--- src/rtl/pgb_map.vh ---
/*
 * Constants of the pixel gain and black level stage: register offsets,
 * field positions, reset values, arithmetic constants and sequencing counts.
 * Assumes it is included by bare name into the design files that need it.
 */
`ifndef PGB_MAP_VH
`define PGB_MAP_VH

// Register byte offsets on the APB slave.
`define PGB_ADDR_CONFIG 8'h00
`define PGB_ADDR_GAIN_SEL 8'h04
`define PGB_ADDR_GAIN_RAW 8'h08
`define PGB_ADDR_PED_SEL 8'h0C
`define PGB_ADDR_PED_RAW 8'h10
`define PGB_ADDR_STATUS 8'h14
`define PGB_ADDR_GAIN_FACTOR 8'h18
`define PGB_ADDR_SAT_COUNT 8'h1C

// Field positions in the configuration register.
`define PGB_CFG_VARIANT_LSB 0
`define PGB_CFG_DEPTH12_BIT 2
`define PGB_CFG_VBIN_BIT 3

// Field positions in the status register.
`define PGB_STAT_BUSY_BIT 0
`define PGB_STAT_GAIN_REJ_BIT 1
`define PGB_STAT_PED_REJ_BIT 2
`define PGB_STAT_PENDING_BIT 3

// Product variants and channel selector codes.
`define PGB_VAR_STD 2'h0
`define PGB_VAR_B 2'h1
`define PGB_VAR_C 2'h2
`define PGB_SEL_ALL 2'h0

// Reset values.
`define PGB_RST_GAIN_RAW 10'h0C0
`define PGB_RST_PED_RAW 10'h000
`define PGB_RST_GAIN_Q16 24'h010000

// Gain arithmetic: pole 658, band split 512, log2 slopes and offsets in Q16.
`define PGB_GAIN_POLE 11'h292
`define PGB_GAIN_BAND_SPLIT 10'h200
`define PGB_STD_EXP_SLOPE 9'h181
`define PGB_C_EXP_SLOPE 9'h187
`define PGB_C_EXP_BIAS 19'h01B07
`define PGB_B_GAIN_MAX 10'h016
`define PGB_B_GAIN_DIV 22'h000006

// Pedestal limits per variant.
`define PGB_PED_MAX_STD 10'h0FF
`define PGB_PED_MAX_B 10'h040
`define PGB_PED_MAX_C 10'h3FF

// Pixel full scale per depth and divider iteration count.
`define PGB_FULL_12 21'h000FFF
`define PGB_FULL_8 21'h0000FF
`define PGB_DIV_STEPS 6'h28

`endif

--- src/rtl/pgb_exp2_rom.v ---
/*
 * Fractional power-of-two table: 2^(addr/32) in Q16, read through a register.
 * Assumes a single clock and an asynchronous active-high reset.
 */
`timescale 1ns/1ps
`default_nettype none

module pgb_exp2_rom (
   input wire sys_clk_i,
   input wire reset_i,
   input wire [4:0] addr_i,
   output reg [16:0] data_o
);

   always @(posedge sys_clk_i or posedge reset_i) begin
      if (reset_i) begin
         data_o <= 17'h10000;
      end else begin
         case (addr_i)
            5'h00: data_o <= 17'h10000;
            5'h01: data_o <= 17'h1059B;
            5'h02: data_o <= 17'h10B56;
            5'h03: data_o <= 17'h11130;
            5'h04: data_o <= 17'h1172C;
            5'h05: data_o <= 17'h11D48;
            5'h06: data_o <= 17'h12388;
            5'h07: data_o <= 17'h129EA;
            5'h08: data_o <= 17'h13070;
            5'h09: data_o <= 17'h1371A;
            5'h0A: data_o <= 17'h13DEA;
            5'h0B: data_o <= 17'h144E0;
            5'h0C: data_o <= 17'h14BFE;
            5'h0D: data_o <= 17'h15343;
            5'h0E: data_o <= 17'h15AB0;
            5'h0F: data_o <= 17'h16248;
            5'h10: data_o <= 17'h16A0A;
            5'h11: data_o <= 17'h171F7;
            5'h12: data_o <= 17'h17A11;
            5'h13: data_o <= 17'h18259;
            5'h14: data_o <= 17'h18ACE;
            5'h15: data_o <= 17'h19373;
            5'h16: data_o <= 17'h19C49;
            5'h17: data_o <= 17'h1A550;
            5'h18: data_o <= 17'h1AE8A;
            5'h19: data_o <= 17'h1B7F7;
            5'h1A: data_o <= 17'h1C19A;
            5'h1B: data_o <= 17'h1CB72;
            5'h1C: data_o <= 17'h1D582;
            5'h1D: data_o <= 17'h1DFC9;
            5'h1E: data_o <= 17'h1EA4B;
            5'h1F: data_o <= 17'h1F507;
            default: data_o <= 17'h10000;
         endcase
      end
   end

endmodule // pgb_exp2_rom

`default_nettype wire

--- src/rtl/pgb_pair_buffer.v ---
/*
 * Two-entry buffer with valid and ready on both sides.
 * Assumes a single clock and an asynchronous active-high reset.
 */
`timescale 1ns/1ps
`default_nettype none

module pgb_pair_buffer #(
   parameter WIDTH = 12
) (
   input wire sys_clk_i,
   input wire reset_i,
   input wire in_valid_i,
   output wire in_ready_o,
   input wire [WIDTH-1:0] in_data_i,
   output wire out_valid_o,
   input wire out_ready_i,
   output wire [WIDTH-1:0] out_data_o
);

   reg [WIDTH-1:0] slot0;
   reg [WIDTH-1:0] slot1;
   reg wr_ptr;
   reg rd_ptr;
   reg [1:0] count;
   wire push = in_valid_i & in_ready_o;
   wire pop = out_valid_o & out_ready_i;

   assign in_ready_o = (count != 2'h2);
   assign out_valid_o = (count != 2'h0);
   assign out_data_o = rd_ptr ? slot1 : slot0;

   always @(posedge sys_clk_i or posedge reset_i) begin
      if (reset_i) begin
         slot0 <= {WIDTH{1'b0}};
         slot1 <= {WIDTH{1'b0}};
         wr_ptr <= 1'b0;
         rd_ptr <= 1'b0;
         count <= 2'h0;
      end else begin
         if (push) begin
            if (wr_ptr) begin
               slot1 <= in_data_i;
            end else begin
               slot0 <= in_data_i;
            end
            wr_ptr <= ~wr_ptr;
         end
         if (pop) begin
            rd_ptr <= ~rd_ptr;
         end
         if (push & ~pop) begin
            count <= count + 2'h1;
         end else if (pop & ~push) begin
            count <= count - 2'h1;
         end
      end
   end

endmodule // pgb_pair_buffer

`default_nettype wire

--- src/rtl/pixel_gain_black_level_offset.v ---
/*
 * Pixel amplification and black level offset stage with an APB register file.
 * Assumes one 100 MHz clock, an asynchronous active-high reset, pixels from
 * logic on the same clock and an APB master that keeps the usual protocol.
 */
// The register offsets and register access over APB were chosen for this implementation.
`timescale 1ns/1ps
`default_nettype none
`include "pgb_map.vh"

// Functional notes
// - Standard variant, setting below 512: gain dB is 20log10((658+s)/(658-s)) minus the floor.
// - Standard variant, setting 512 and up: gain dB is 0.0354 times s minus the floor.
// - The floor is the logarithmic term at the minimum setting, so the minimum gives 0 dB.
// - Variant C: gain dB is 0.0359 times s minus 5.385 over the whole range.
// - Variant B accepts amplification settings 0 to 22 only.
// - Variant B: gain dB is 20log10(1 + s/6).
// - Raising the pedestal adds a larger positive offset to pixels, lowering it a smaller one; the offset is never negative.
// - Standard variant, 8-bit depth: 16 pedestal steps move the output by one code.
// - Standard variant, 12-bit depth: 1 pedestal step moves the output by one code.
// - Variant B: 4 pedestal steps move the output by one code in any format.
// - Variant C: 64 steps per code in 8-bit formats and 4 steps per code in 12-bit ones.
// - Pedestal spans 0-255 standard, 0-64 variant B and 0-1023 variant C.
// - Standard upper gain limit is 1023 at 8-bit and 511 at 12-bit; the lower limit follows binning.
module pixel_gain_black_level_offset #(
   parameter [9:0] STD_GAIN_MIN = 10'h0C0,
   parameter [9:0] STD_GAIN_MIN_VBIN = 10'h06E,
   parameter [9:0] STD_GAIN_MAX_8 = 10'h3FF,
   parameter [9:0] STD_GAIN_MAX_12 = 10'h1FF,
   parameter [9:0] C_GAIN_MIN = 10'h096,
   parameter [9:0] C_GAIN_MIN_VBIN = 10'h000,
   parameter [9:0] C_GAIN_MAX_8 = 10'h352,
   parameter [9:0] C_GAIN_MAX_12 = 10'h190
) (
   input wire sys_clk_i,
   input wire reset_i,
   input wire psel_i,
   input wire penable_i,
   input wire pwrite_i,
   input wire [7:0] paddr_i,
   input wire [31:0] pwdata_i,
   output reg [31:0] prdata_o,
   output wire pready_o,
   output wire pslverr_o,
   input wire pix_valid_i,
   input wire [11:0] pix_data_i,
   output wire pix_ready_o,
   output wire out_valid_o,
   input wire out_ready_i,
   output wire [11:0] out_data_o
);

   localparam [1:0] ST_IDLE = 2'h0;
   localparam [1:0] ST_EXP = 2'h1;
   localparam [1:0] ST_LOAD = 2'h2;
   localparam [1:0] ST_DIV = 2'h3;

   // Lowest accepted amplification setting of the current configuration.
   function [9:0] gain_min_f;
      input [1:0] variant;
      input vbin;
      begin
         case (variant)
            `PGB_VAR_B: gain_min_f = 10'h000;
            `PGB_VAR_C: gain_min_f = vbin ? C_GAIN_MIN_VBIN : C_GAIN_MIN;
            default: gain_min_f = vbin ? STD_GAIN_MIN_VBIN : STD_GAIN_MIN;
         endcase
      end
   endfunction

   function [9:0] gain_max_f;
      input [1:0] variant;
      input depth12;
      begin
         case (variant)
            `PGB_VAR_B: gain_max_f = `PGB_B_GAIN_MAX;
            `PGB_VAR_C: gain_max_f = depth12 ? C_GAIN_MAX_12 : C_GAIN_MAX_8;
            default: gain_max_f = depth12 ? STD_GAIN_MAX_12 : STD_GAIN_MAX_8;
         endcase
      end
   endfunction

   function [9:0] ped_max_f;
      input [1:0] variant;
      begin
         case (variant)
            `PGB_VAR_B: ped_max_f = `PGB_PED_MAX_B;
            `PGB_VAR_C: ped_max_f = `PGB_PED_MAX_C;
            default: ped_max_f = `PGB_PED_MAX_STD;
         endcase
      end
   endfunction

   // Right shift that turns pedestal steps into output codes.
   function [2:0] ped_shift_f;
      input [1:0] variant;
      input depth12;
      begin
         case (variant)
            `PGB_VAR_B: ped_shift_f = 3'h2;
            `PGB_VAR_C: ped_shift_f = depth12 ? 3'h2 : 3'h6;
            default: ped_shift_f = depth12 ? 3'h0 : 3'h4;
         endcase
      end
   endfunction

   reg [1:0] cfg_variant;
   reg cfg_depth12;
   reg cfg_vbin;
   reg [1:0] gain_sel;
   reg [9:0] gain_raw;
   reg [1:0] ped_sel;
   reg [9:0] ped_raw;
   reg gain_rej;
   reg ped_rej;
   reg addr_bad;
   reg [23:0] gain_q;
   reg [31:0] sat_count;
   reg recalc_pending;
   reg [1:0] state;
   reg [9:0] calc_s;
   reg [9:0] calc_min;
   reg [1:0] calc_var;
   reg [39:0] div_quo;
   reg [21:0] div_rem;
   reg [21:0] div_den;
   reg [5:0] div_cnt;
   reg s1_valid;
   reg [35:0] s1_prod;
   reg s2_valid;
   reg [11:0] s2_data;
   reg s2_sat;
   reg [39:0] next_num;
   reg [21:0] next_den;
   reg [31:0] next_rdata;

   wire apb_setup = psel_i & ~penable_i;
   wire apb_wr = psel_i & penable_i & pwrite_i;
   wire wdata_high_zero = (pwdata_i[31:10] == 22'h000000);
   wire [9:0] wdata_set = pwdata_i[9:0];
   wire [9:0] cur_gain_min = gain_min_f(cfg_variant, cfg_vbin);
   wire [9:0] cur_gain_max = gain_max_f(cfg_variant, cfg_depth12);
   wire gain_ok = (gain_sel == `PGB_SEL_ALL) & wdata_high_zero & (wdata_set >= cur_gain_min)
      & (wdata_set <= cur_gain_max);
   wire ped_ok = (ped_sel == `PGB_SEL_ALL) & wdata_high_zero
      & (wdata_set <= ped_max_f(cfg_variant));
   wire wr_cfg = apb_wr & (paddr_i == `PGB_ADDR_CONFIG);
   wire wr_gain = apb_wr & (paddr_i == `PGB_ADDR_GAIN_RAW);
   wire wr_ped = apb_wr & (paddr_i == `PGB_ADDR_PED_RAW);

   assign pready_o = 1'b1;
   assign pslverr_o = psel_i & penable_i & addr_bad;

   // Register file: writes land in the access phase.
   always @(posedge sys_clk_i or posedge reset_i) begin
      if (reset_i) begin
         cfg_variant <= `PGB_VAR_STD;
         cfg_depth12 <= 1'b0;
         cfg_vbin <= 1'b0;
         gain_sel <= `PGB_SEL_ALL;
         gain_raw <= `PGB_RST_GAIN_RAW;
         ped_sel <= `PGB_SEL_ALL;
         ped_raw <= `PGB_RST_PED_RAW;
         gain_rej <= 1'b0;
         ped_rej <= 1'b0;
      end else begin
         if (wr_cfg) begin
            cfg_variant <= pwdata_i[`PGB_CFG_VARIANT_LSB+1:`PGB_CFG_VARIANT_LSB];
            cfg_depth12 <= pwdata_i[`PGB_CFG_DEPTH12_BIT];
            cfg_vbin <= pwdata_i[`PGB_CFG_VBIN_BIT];
         end
         if (apb_wr & (paddr_i == `PGB_ADDR_GAIN_SEL)) begin
            gain_sel <= pwdata_i[1:0];
         end
         if (apb_wr & (paddr_i == `PGB_ADDR_PED_SEL)) begin
            ped_sel <= pwdata_i[1:0];
         end
         if (wr_gain) begin
            if (gain_ok) begin
               gain_raw <= wdata_set;
            end
            gain_rej <= ~gain_ok;
         end
         if (wr_ped) begin
            if (ped_ok) begin
               ped_raw <= wdata_set;
            end
            ped_rej <= ~ped_ok;
         end
      end
   end

   // Read data and the unmapped flag are captured in the setup phase.
   always @* begin
      next_rdata = 32'h00000000;
      case (paddr_i)
         `PGB_ADDR_CONFIG: next_rdata = {28'h0000000, cfg_vbin, cfg_depth12, cfg_variant};
         `PGB_ADDR_GAIN_SEL: next_rdata = {30'h00000000, gain_sel};
         `PGB_ADDR_GAIN_RAW: next_rdata = {22'h000000, gain_raw};
         `PGB_ADDR_PED_SEL: next_rdata = {30'h00000000, ped_sel};
         `PGB_ADDR_PED_RAW: next_rdata = {22'h000000, ped_raw};
         `PGB_ADDR_STATUS: next_rdata = {28'h0000000, recalc_pending, ped_rej, gain_rej,
            (state != ST_IDLE)};
         `PGB_ADDR_GAIN_FACTOR: next_rdata = {8'h00, gain_q};
         `PGB_ADDR_SAT_COUNT: next_rdata = sat_count;
         default: next_rdata = 32'h00000000;
      endcase
   end

   always @(posedge sys_clk_i or posedge reset_i) begin
      if (reset_i) begin
         prdata_o <= 32'h00000000;
         addr_bad <= 1'b0;
      end else if (apb_setup) begin
         prdata_o <= pwrite_i ? 32'h00000000 : next_rdata;
         addr_bad <= (paddr_i[1:0] != 2'h0) | (paddr_i > `PGB_ADDR_SAT_COUNT);
      end
   end

   // Gain factor sequencer: exponent lookup, operand set-up, long division.
   wire [18:0] exp_std = calc_s * `PGB_STD_EXP_SLOPE;
   wire [18:0] exp_c = calc_s * `PGB_C_EXP_SLOPE + `PGB_C_EXP_BIAS;
   wire [18:0] exp_sel = (calc_var == `PGB_VAR_C) ? exp_c : exp_std;
   wire [16:0] rom_q;
   wire [23:0] exp_val = {7'h00, rom_q} << exp_sel[18:16];
   wire [10:0] pole_plus_s = `PGB_GAIN_POLE + {1'b0, calc_s};
   wire [10:0] pole_minus_s = `PGB_GAIN_POLE - {1'b0, calc_s};
   wire [10:0] pole_plus_m = `PGB_GAIN_POLE + {1'b0, calc_min};
   wire [10:0] pole_minus_m = `PGB_GAIN_POLE - {1'b0, calc_min};
   wire [21:0] lo_num = pole_plus_s * pole_minus_m;
   wire [21:0] lo_den = pole_minus_s * pole_plus_m;
   wire [34:0] hi_num = exp_val * pole_minus_m;
   wire [10:0] b_num = {1'b0, calc_s} + 11'h006;
   wire [22:0] div_shift = {div_rem, div_quo[39]};
   wire [23:0] div_trial = {1'b0, div_shift} - {2'h0, div_den};
   wire div_fit = ~div_trial[23];

   pgb_exp2_rom u_exp2_rom (
      .sys_clk_i(sys_clk_i),
      .reset_i(reset_i),
      .addr_i(exp_sel[15:11]),
      .data_o(rom_q)
   );

   always @* begin
      next_num = 40'h0000000000;
      next_den = 22'h000001;
      case (calc_var)
         `PGB_VAR_B: begin
            next_num = {13'h0000, b_num, 16'h0000};
            next_den = `PGB_B_GAIN_DIV;
         end
         `PGB_VAR_C: begin
            next_num = {17'h00000, exp_val[23:1]};
            next_den = 22'h000001;
         end
         default: begin
            if (calc_s < `PGB_GAIN_BAND_SPLIT) begin
               next_num = {2'h0, lo_num, 16'h0000};
               next_den = lo_den;
            end else begin
               next_num = {5'h00, hi_num};
               next_den = {11'h000, pole_plus_m};
            end
         end
      endcase
   end

   always @(posedge sys_clk_i or posedge reset_i) begin
      if (reset_i) begin
         state <= ST_IDLE;
         recalc_pending <= 1'b0;
         calc_s <= `PGB_RST_GAIN_RAW;
         calc_min <= `PGB_RST_GAIN_RAW;
         calc_var <= `PGB_VAR_STD;
         div_quo <= 40'h0000000000;
         div_rem <= 22'h000000;
         div_den <= 22'h000001;
         div_cnt <= 6'h00;
         gain_q <= `PGB_RST_GAIN_Q16;
      end else begin
         if (wr_cfg | (wr_gain & gain_ok)) begin
            recalc_pending <= 1'b1;
         end else if (state == ST_IDLE) begin
            recalc_pending <= 1'b0;
         end
         case (state)
            ST_IDLE: begin
               if (recalc_pending) begin
                  calc_s <= gain_raw;
                  calc_min <= cur_gain_min;
                  calc_var <= cfg_variant;
                  state <= ST_EXP;
               end
            end
            ST_EXP: begin
               state <= ST_LOAD;
            end
            ST_LOAD: begin
               div_quo <= next_num;
               div_den <= next_den;
               div_rem <= 22'h000000;
               div_cnt <= `PGB_DIV_STEPS;
               state <= ST_DIV;
            end
            ST_DIV: begin
               if (div_cnt == 6'h00) begin
                  gain_q <= (div_quo[39:24] != 16'h0000) ? 24'hFFFFFF : div_quo[23:0];
                  state <= ST_IDLE;
               end else begin
                  div_rem <= div_fit ? div_trial[21:0] : div_shift[21:0];
                  div_quo <= {div_quo[38:0], div_fit};
                  div_cnt <= div_cnt - 6'h01;
               end
            end
            default: state <= ST_IDLE;
         endcase
      end
   end

   // Pixel path: multiply, then depth reduction, pedestal and clamp.
   wire adv;
   wire [19:0] lin = s1_prod[35:16];
   wire [19:0] scaled = cfg_depth12 ? lin : {4'h0, lin[19:4]};
   wire [9:0] ped_codes = ped_raw >> ped_shift_f(cfg_variant, cfg_depth12);
   wire [20:0] with_ped = {1'b0, scaled} + {11'h000, ped_codes};
   wire [20:0] full = cfg_depth12 ? `PGB_FULL_12 : `PGB_FULL_8;
   wire over = (with_ped > full);

   assign pix_ready_o = adv;

   always @(posedge sys_clk_i or posedge reset_i) begin
      if (reset_i) begin
         s1_valid <= 1'b0;
         s1_prod <= 36'h000000000;
         s2_valid <= 1'b0;
         s2_data <= 12'h000;
         s2_sat <= 1'b0;
         sat_count <= 32'h00000000;
      end else begin
         if (adv) begin
            s1_valid <= pix_valid_i;
            s1_prod <= pix_data_i * gain_q;
            s2_valid <= s1_valid;
            s2_data <= over ? full[11:0] : with_ped[11:0];
            s2_sat <= s1_valid & over;
            if (s2_valid & s2_sat) begin
               sat_count <= sat_count + 32'h00000001;
            end
         end
         if (apb_wr & (paddr_i == `PGB_ADDR_SAT_COUNT)) begin
            sat_count <= {31'h00000000, adv & s2_valid & s2_sat};
         end
      end
   end

   pgb_pair_buffer #(
      .WIDTH(12)
   ) u_out_buffer (
      .sys_clk_i(sys_clk_i),
      .reset_i(reset_i),
      .in_valid_i(s2_valid),
      .in_ready_o(adv),
      .in_data_i(s2_data),
      .out_valid_o(out_valid_o),
      .out_ready_i(out_ready_i),
      .out_data_o(out_data_o)
   );

endmodule // pixel_gain_black_level_offset

`default_nettype wire

--- config.mk ---
export PLATFORM = sky130hd
export DESIGN_NAME = pixel_gain_black_level_offset
export DESIGN_NICKNAME = d
export VERILOG_FILES = /design/src/rtl/pgb_exp2_rom.v /design/src/rtl/pgb_pair_buffer.v /design/src/rtl/pixel_gain_black_level_offset.v
export VERILOG_INCLUDE_DIRS = /design/src /design/src/rtl
export SDC_FILE = /design/constraint.sdc
export NUM_CORES = 2
export LEC_CHECK = 0
export ABC_AREA = 0
export BUFFER_PORTS_ARGS = -buffer_cell sky130_fd_sc_hd__buf_2
export CAP_MARGIN = 15
export CORE_UTILIZATION = 50
export DETAILED_ROUTE_END_ITERATION = 10
export PLACE_DENSITY = 0.74
export SETUP_SLACK_MARGIN = 0.4
export SLEW_MARGIN = 10
export SYNTH_ARGS = -nofsm -noshare
export SYNTH_HDL_FRONTEND = slang
export SYNTH_SLANG_ARGS = --single-unit
--- constraint.sdc ---
create_clock -name sys_clk_i -period 13.28 [get_ports sys_clk_i]
set_input_delay 0.664 -clock sys_clk_i [delete_from_list [all_inputs] [get_ports sys_clk_i]]
set_output_delay 0.664 -clock sys_clk_i [all_outputs]
set_load 0.01 [all_outputs]
### Word-level counts from Yosys, hierarchy flattened

Memory sizes are Yosys's and may differ from the RTL's. A register that Yosys moved wholly into a read port is not among the register bits.
Index checks and enable logic that the tools add are counted.

* flip-flop bits (word level): 330
* memory bits (read-only): 512
* input port bits: 59
* output and inout bits: 48
* word-level logic and storage cells: 174
* memories: 1

* add/sub/neg operators: 12
* multipliers: 6
* magnitude comparators: 6
* equality and inequality tests: 18
* shift operators: 2
* muxes and demuxes: 39
* bitwise gates (word level): 33
* reductions and logical operators: 24

Memories
* (name not given): words 32, bits a word 16, rd ports 1, clocked after memory_dff 1, wr ports 0, line pgb_exp2_rom.v:19 `case (addr_i)`

Operators by type and width (count)
* case mux 32 bit (8 select lines): 1
* two-way mux 32 bit: 4
* case mux 22 bit (2 select lines): 2
* case mux 40 bit (2 select lines): 1
* case mux 38 bit (2 select lines): 1
* two-way mux 22 bit: 3
* multiplier 11 x 11 -> 22 bit: 2
* two-way mux 40 bit: 1
* case mux 10 bit (2 select lines): 2
* multiplier 10 x 9 -> 19 bit (second input constant): 2
* two-way mux 38 bit: 1
* multiplier 12 x 24 -> 36 bit: 1
* two-way mux 12 bit: 3
* multiplier 24 x 11 -> 35 bit: 1
* adder 32 x 1 -> 32 bit (second input constant): 1
* equality test 8 x 5 -> 1 bit (second input constant): 4
* two-way mux 24 bit: 1
* left shift 17 x 3 -> 24 bit: 1
* subtractor 23 x 22 -> 24 bit: 1
* bitwise AND 1 bit: 23
* adder 10 x 10 -> 11 bit (first input constant): 2
* zero test 22 bit: 1
* subtractor 10 x 10 -> 11 bit (first input constant): 2
* adder 20 x 10 -> 21 bit: 1
* 36 further kinds: 78

### Depth between registers and ports, before layout

* depth after elaboration: 8
* depth in mapped cells: 44
* gate-level depth less buffers: 40

### Modules after synthesis

A second synthesis with hierarchy kept.

* cells, all modules: 4808
* area, all modules: 43130.1 sq um

By module, submodules not included
* pixel_gain_black_level_offset: times used 1, cells an instance 4565, area an instance 40491.3 sq um, seq. area each 6616.3 sq um
* pgb_exp2_rom: times used 1, cells an instance 162, area an instance 1332.5 sq um, seq. area each 400.4 sq um
* pgb_pair_buffer: times used 1, cells an instance 81, area an instance 1306.3 sq um, seq. area each 700.7 sq um

### Worst setup path after synthesis

Ideal clock, no wire load.

* path type: flip-flop to flip-flop
* start: reg calc_s[1]
* end: reg div_quo[27]
* arrival: 10.527 ns
* data required time: 13.197 ns
* setup slack: 2.670 ns
* stages on the path, launching flop included: 43
* clock period less this slack: 10.610 ns
* cell sequence: dfrtp_1 -> clkbuf_1 -> inv_1 -> ha_1 -> inv_1 -> ha_1 -> ha_1 -> fa_1 -> inv_1 -> fa_1 -> inv_1 -> ha_1 -> a211o_1 -> a21o_1 -> a31o_2 -> a21oi_1 -> or3_1 -> a31oi_1 -> [7 not listed] -> fa_1 -> inv_1 -> fa_1 -> fa_1 -> inv_1 -> fa_1 -> inv_1 -> ha_1 -> and3_1 -> a31o_2 -> a21oi_1 -> o31a_1 -> o22a_1 -> a31oi_1 -> xnor2_1 -> a2111oi_0 -> a21oi_1 -> o21ai_0

* cells in the longest elaborated chain, start to end: 8
* elaborated cells on any way between the ends: 12
* those cells by class: add/sub (2); mul (4); order compare (1); shift (1); mux (4)

RTL lines
* start: declaration: line pixel_gain_black_level_offset.v:121 `reg [9:0] calc_s;`
* start signal: assignment: line pixel_gain_black_level_offset.v:273 `` calc_s <= `PGB_RST_GAIN_RAW; ``
* start signal: assignment: line pixel_gain_black_level_offset.v:290 `calc_s <= gain_raw;`
* multiplier 10 x 9 -> 19 bit (no source line)
* adder 19 x 13 -> 19 bit (no source line)
* two-way mux 19 bit: line pixel_gain_black_level_offset.v:223 `` wire [18:0] exp_sel = (calc_var == `PGB_VAR_C) ? exp_c : exp_std; ``
* left shift 17 x 3 -> 24 bit: line pixel_gain_black_level_offset.v:225 `wire [23:0] exp_val = {7'h00, rom_q} << exp_sel[18:16];`
* multiplier 24 x 11 -> 35 bit: line pixel_gain_black_level_offset.v:232 `wire [34:0] hi_num = exp_val * pole_minus_m;`
* two-way mux 38 bit (*): line pixel_gain_black_level_offset.v:258 `` if (calc_s < `PGB_GAIN_BAND_SPLIT) begin ``
* case mux 38 bit (2 select lines) (*): line pixel_gain_black_level_offset.v:248 `case (calc_var)`
* case mux 40 bit (2 select lines) (*): line pixel_gain_black_level_offset.v:287 `case (state)`
* end signal: assignment: line pixel_gain_black_level_offset.v:300 `div_quo <= next_num;`
* end signal: assignment: line pixel_gain_black_level_offset.v:312 `div_quo <= {div_quo[38:0], div_fit};`
* end: declaration: line pixel_gain_black_level_offset.v:124 `reg [39:0] div_quo;`

Every way passes the cells marked *; elsewhere a longest branch is shown, timed or not.
A chain may end at the register's enable or synchronous reset.

### Worst setup path in the final report

* start: reg calc_s[0]
* end: reg div_quo[32]

Same word-level chain as after synthesis.

==> summary.md <==
| Metric | Value |
|---|---|
| Outcome | complete, no violations |
| Wirelength per Cell | 18.97 µm |
| Crit end category | flop |
| Residual DRC | 0 |
| Antenna violations before repair | 3 |
| Total wire length | 113.2 mm |
| RSZ-0062 raised after global routing | no |
| F_max | 82.42 MHz |
| Final Total Pwr | 8.880 mW |
| Relative slew margins | 0.2626 |
| Via count | 34168 |
| Synthesized area per cell | 8.889 µm² |
| TritonCTS buffer count | 37 |
| Hold WC Path Type | in -> async |
| Layout Skew | 0.02361 ns |
| Post-synth cell types | 90 |
| Post-CTS Setup Bufs | 0 |
| Cell count along the critical path | 36 |
| Largest net degree at the start of global routing | 97 |
| Crit-path max FO | 21 |
| Initial DRC Count | 2812 |
| Synth area leaders | fa_1, dfrtp_1, ha_1, inv_1, nand2_1 |
| Vias in the first global route | 34447 |
| Cell mode on critical path | fa_1 |
| Worst-margin pin slew | 1.102 ns |
| First-pass GRT wire length | 184.0 mm |
| Final Cycle Share | 0.9136 |
| Sequential share of the synthesized area | 0.1804 |
| Number of synthesized flops with an enable pin | 0 |
| Layout Nets | 5899 |
| Die area | 86740 µm² |
| FF-to-FF path depth | 36 |
| Synthesized flop and latch total | 308 |
| Row cnt | 106 |
| Yosys top cell area share | 0.2368 |
| WP data required | 13.78 ns |
| TritonRoute pass-1 iters | 6 |
| Starting Density | 0.5080 |
| PwrDens | 194.3 nW/µm² |
| Main flop type after synthesis | dfrtp_1 |
| Synth warnings | 0 |
| Async SR Flop Fraction | 1.000 |
| Final setup viols | 0 |
| Filler cells | 7500 |
| IO buf count | 105 |
| Max incr delay on CP | 0.84 ns |
| Htree depth | 2 |
| # IOs | 107 |
| GP Congestion | 0.9366 |
| Mapped Cells | 4813 |
| Clk sink count | 308 |
| Worst-Skew Late Latency | 0.59 ns |
| WP data arrival | 12.63 ns |
| CTS tree | done |
| Reg2reg end | div_quo[32] |
| Setup tns final | 0 ns |
| CTS Buffer Depth | 3 |
| Overflow after GRT | 0 |
| Die X | 294.5 µm |
| N_diodes | 0 |
| Total GRT Usage | 0.2655 |
| Die height | 294.5 µm |
| Std-Cell Core Area | 84220 µm² |
| Hold_buf cts | 0 |
| Crit Path Class | reg -> reg |
| Fin crit period | 12.13 ns |
| Reg clk slew, reported paths | 0.06 ns |
| Root Buffer | clkbuf_16 |
| Post-CTS sizing | 0 |
| Layout cells sized above 1 | 0.07863 |
| Worst r2r src | calc_s[0] |
| Critical-path top delay cell | mux2i_1 |
| DR vias/cell | 5.726 |
| Hold Fails Final Rpt | 0 |
| Routed Antenna Nets | 0 |
| Critical Path Start Type | flop |
| Static leakage | 23.02 nW |
| R2r setup slk | 1.15 ns |
| Worst IR Drop VDD | 311.1 µV |
| Cell taking the most area after synthesis | fa_1 |
| MaxCap Viol Count | 0 |
| Area grow syn2layout | 6.802% |
| Critical path buffers and inverters | 7 |
| Synthesized area | 42780 µm² |
| Fin. max-slew vios | 0 |
| Post-DP HPWL | 87.19 mm |
| CP top delay family | adder cells |
report_power, final:
group / internal, mW / switching [mW]
Combinational: 2.68 / 3.47
Sequential: 1.23 / 0.400
Clock: 0.643 / 0.461
metrics by stage:
| stage | util | hold WS [ns] | setup WS (ns) | std cells | area [µm²] |
|---|---|---|---|---|---|
| after global placement | 0.5270 | 0.4546 | 1.796 | 5903 | 44390 |
| after detailed placement | 0.5270 | 0.4600 | 1.403 | 5903 | 44390 |
| after floorplan | - | 0.4386 | 2.670 | 4814 | 42790 |
| after CTS | 0.5426 | 0.2675 | 1.374 | 5967 | 45690 |
| after global routing | 0.5426 | 0.2819 | 0.5964 | 5967 | 45690 |
| final | 0.5426 | 0.2295 | 1.147 | 5967 | 45690 |
kinds of logic (layout without fill, tap and decap cells):
| kind of cell | after synthesis | in the layout | synth area share |
|---|---|---|---|
| flip-flops | 308 | 308 | 0.1804 |
| buffers and inverters | 915 | 934 | 0.08104 |
| AND/OR/NAND/NOR | 1461 | 1461 | 0.1534 |
| adder cells (fa/ha/maj) | 1032 | 1032 | 0.3906 |
| other | 2 | 3 | 0.0001755 |
| multiplexers | 185 | 185 | 0.04638 |
| XOR/XNOR | 158 | 158 | 0.03234 |
| AO/OA/AOI/OAI | 752 | 752 | 0.1157 |
state kept, by name, indices dropped and copies added, names as in the netlist, 16 cells and up:
| register | count |
|---|---|
| sat_count | 32 |
| s1_prod | 20 |
| div_rem | 22 |
| div_quo | 40 |
| prdata_o | 32 |
| gain_q | 24 |
| u_exp2_rom.data_o | 16 |
| div_den | 22 |
routing by layer:
| metal | global-route usage | up-vias | routed length [µm] | share of wire |
|---|---|---|---|---|
| met5 | 0 | - | 8 | 0.000071 |
| li1 | - | 15741 | - | - |
| met2 | 0.4446 | 1246 | 53610 | 0.47 |
| met3 | 0.03853 | 214 | 8912 | 0.079 |
| met1 | 0.3549 | 16965 | 47390 | 0.42 |
| met4 | 0.07978 | 2 | 3286 | 0.029 |
cell usage in the layout (no fill, tap or decap), types with 24 or more instances in the layout:
master / netlist / routed
o21ai_0: 174 / 174
dfrtp_1: 300 / 299
buf_2: 11 / 105
a21oi_1: 174 / 174
and2_1: 111 / 111
nand2_1: 600 / 600
clkbuf_16: 0 / 37
nor2_1: 417 / 414
mux2_2: 103 / 103
a211oi_1: 24 / 24
nand4_1: 27 / 27
nand2b_1: 36 / 36
nor2b_1: 56 / 55
ha_1: 526 / 526
o21a_1: 25 / 25
xor2_1: 65 / 63
a21o_1: 64 / 64
o22a_1: 25 / 25
xnor2_1: 93 / 92
a31oi_1: 39 / 39
o22ai_1: 26 / 26
fa_1: 506 / 506
nor3_1: 46 / 46
mux2i_1: 81 / 81
inv_1: 712 / 711
buf_4: 3 / 51
nand3_1: 43 / 43
and3_1: 41 / 41
worst max path at each step:
| stage | start | endpoint | slack (ns) |
|---|---|---|---|
| after floorplan | calc_s[1] | div_quo[27] | 2.67 |
| after global placement | calc_s[0] | div_quo[32] | 1.80 |
| after detailed placement | calc_s[0] | div_quo[32] | 1.40 |
| after CTS | calc_s[0] | div_quo[32] | 1.37 |
| after global routing | calc_s[0] | div_quo[32] | 0.60 |
| final | calc_s[0] | div_quo[32] | 1.15 |
cells in the mapped netlist, types with 7 or more instances:
cell / instances
o21a_1: 25
ha_1: 526
a21o_1: 64
nand2_1: 600
nor2_1: 417
buf_1: 14
a31oi_1: 39
a21oi_1: 174
dfrtp_1: 300
xor2_1: 65
a221oi_1: 18
o21ai_1: 10
a22o_1: 12
and2_1: 111
nor3_1: 46
o211ai_1: 17
o21bai_1: 9
and4_1: 7
a22oi_1: 23
and3_1: 41
nand4_1: 27
nand2b_1: 36
fa_1: 506
dfstp_2: 8
buf_2: 11
nand3_1: 43
inv_1: 712
or2_2: 15
o22ai_1: 26
nor4_1: 16
o31ai_1: 15
or3_1: 19
o21ai_0: 174
clkbuf_1: 172
mux2i_1: 81
nor2b_1: 56
mux2_2: 103
a31o_2: 9
a211oi_1: 24
xnor2_1: 93
a211o_1: 7
o22a_1: 25
o221ai_1: 7
area by class of cell:
| cell class | count | area, µm² | share of cell area |
|---|---|---|---|
| clock buffer | 43 | 988.4 | 0.02163 |
| clock inverter | 21 | 319.1 | 0.006982 |
| timing repair buffer | 156 | 908.4 | 0.01988 |
| sequential | 308 | 7719 | 0.1689 |
| multi-input combinational | 3591 | 31650 | 0.6927 |
| inverter | 714 | 2688 | 0.05882 |
| tap | 1134 | 1419 | 0.03105 |
Power figures use the tool's default switching activity.
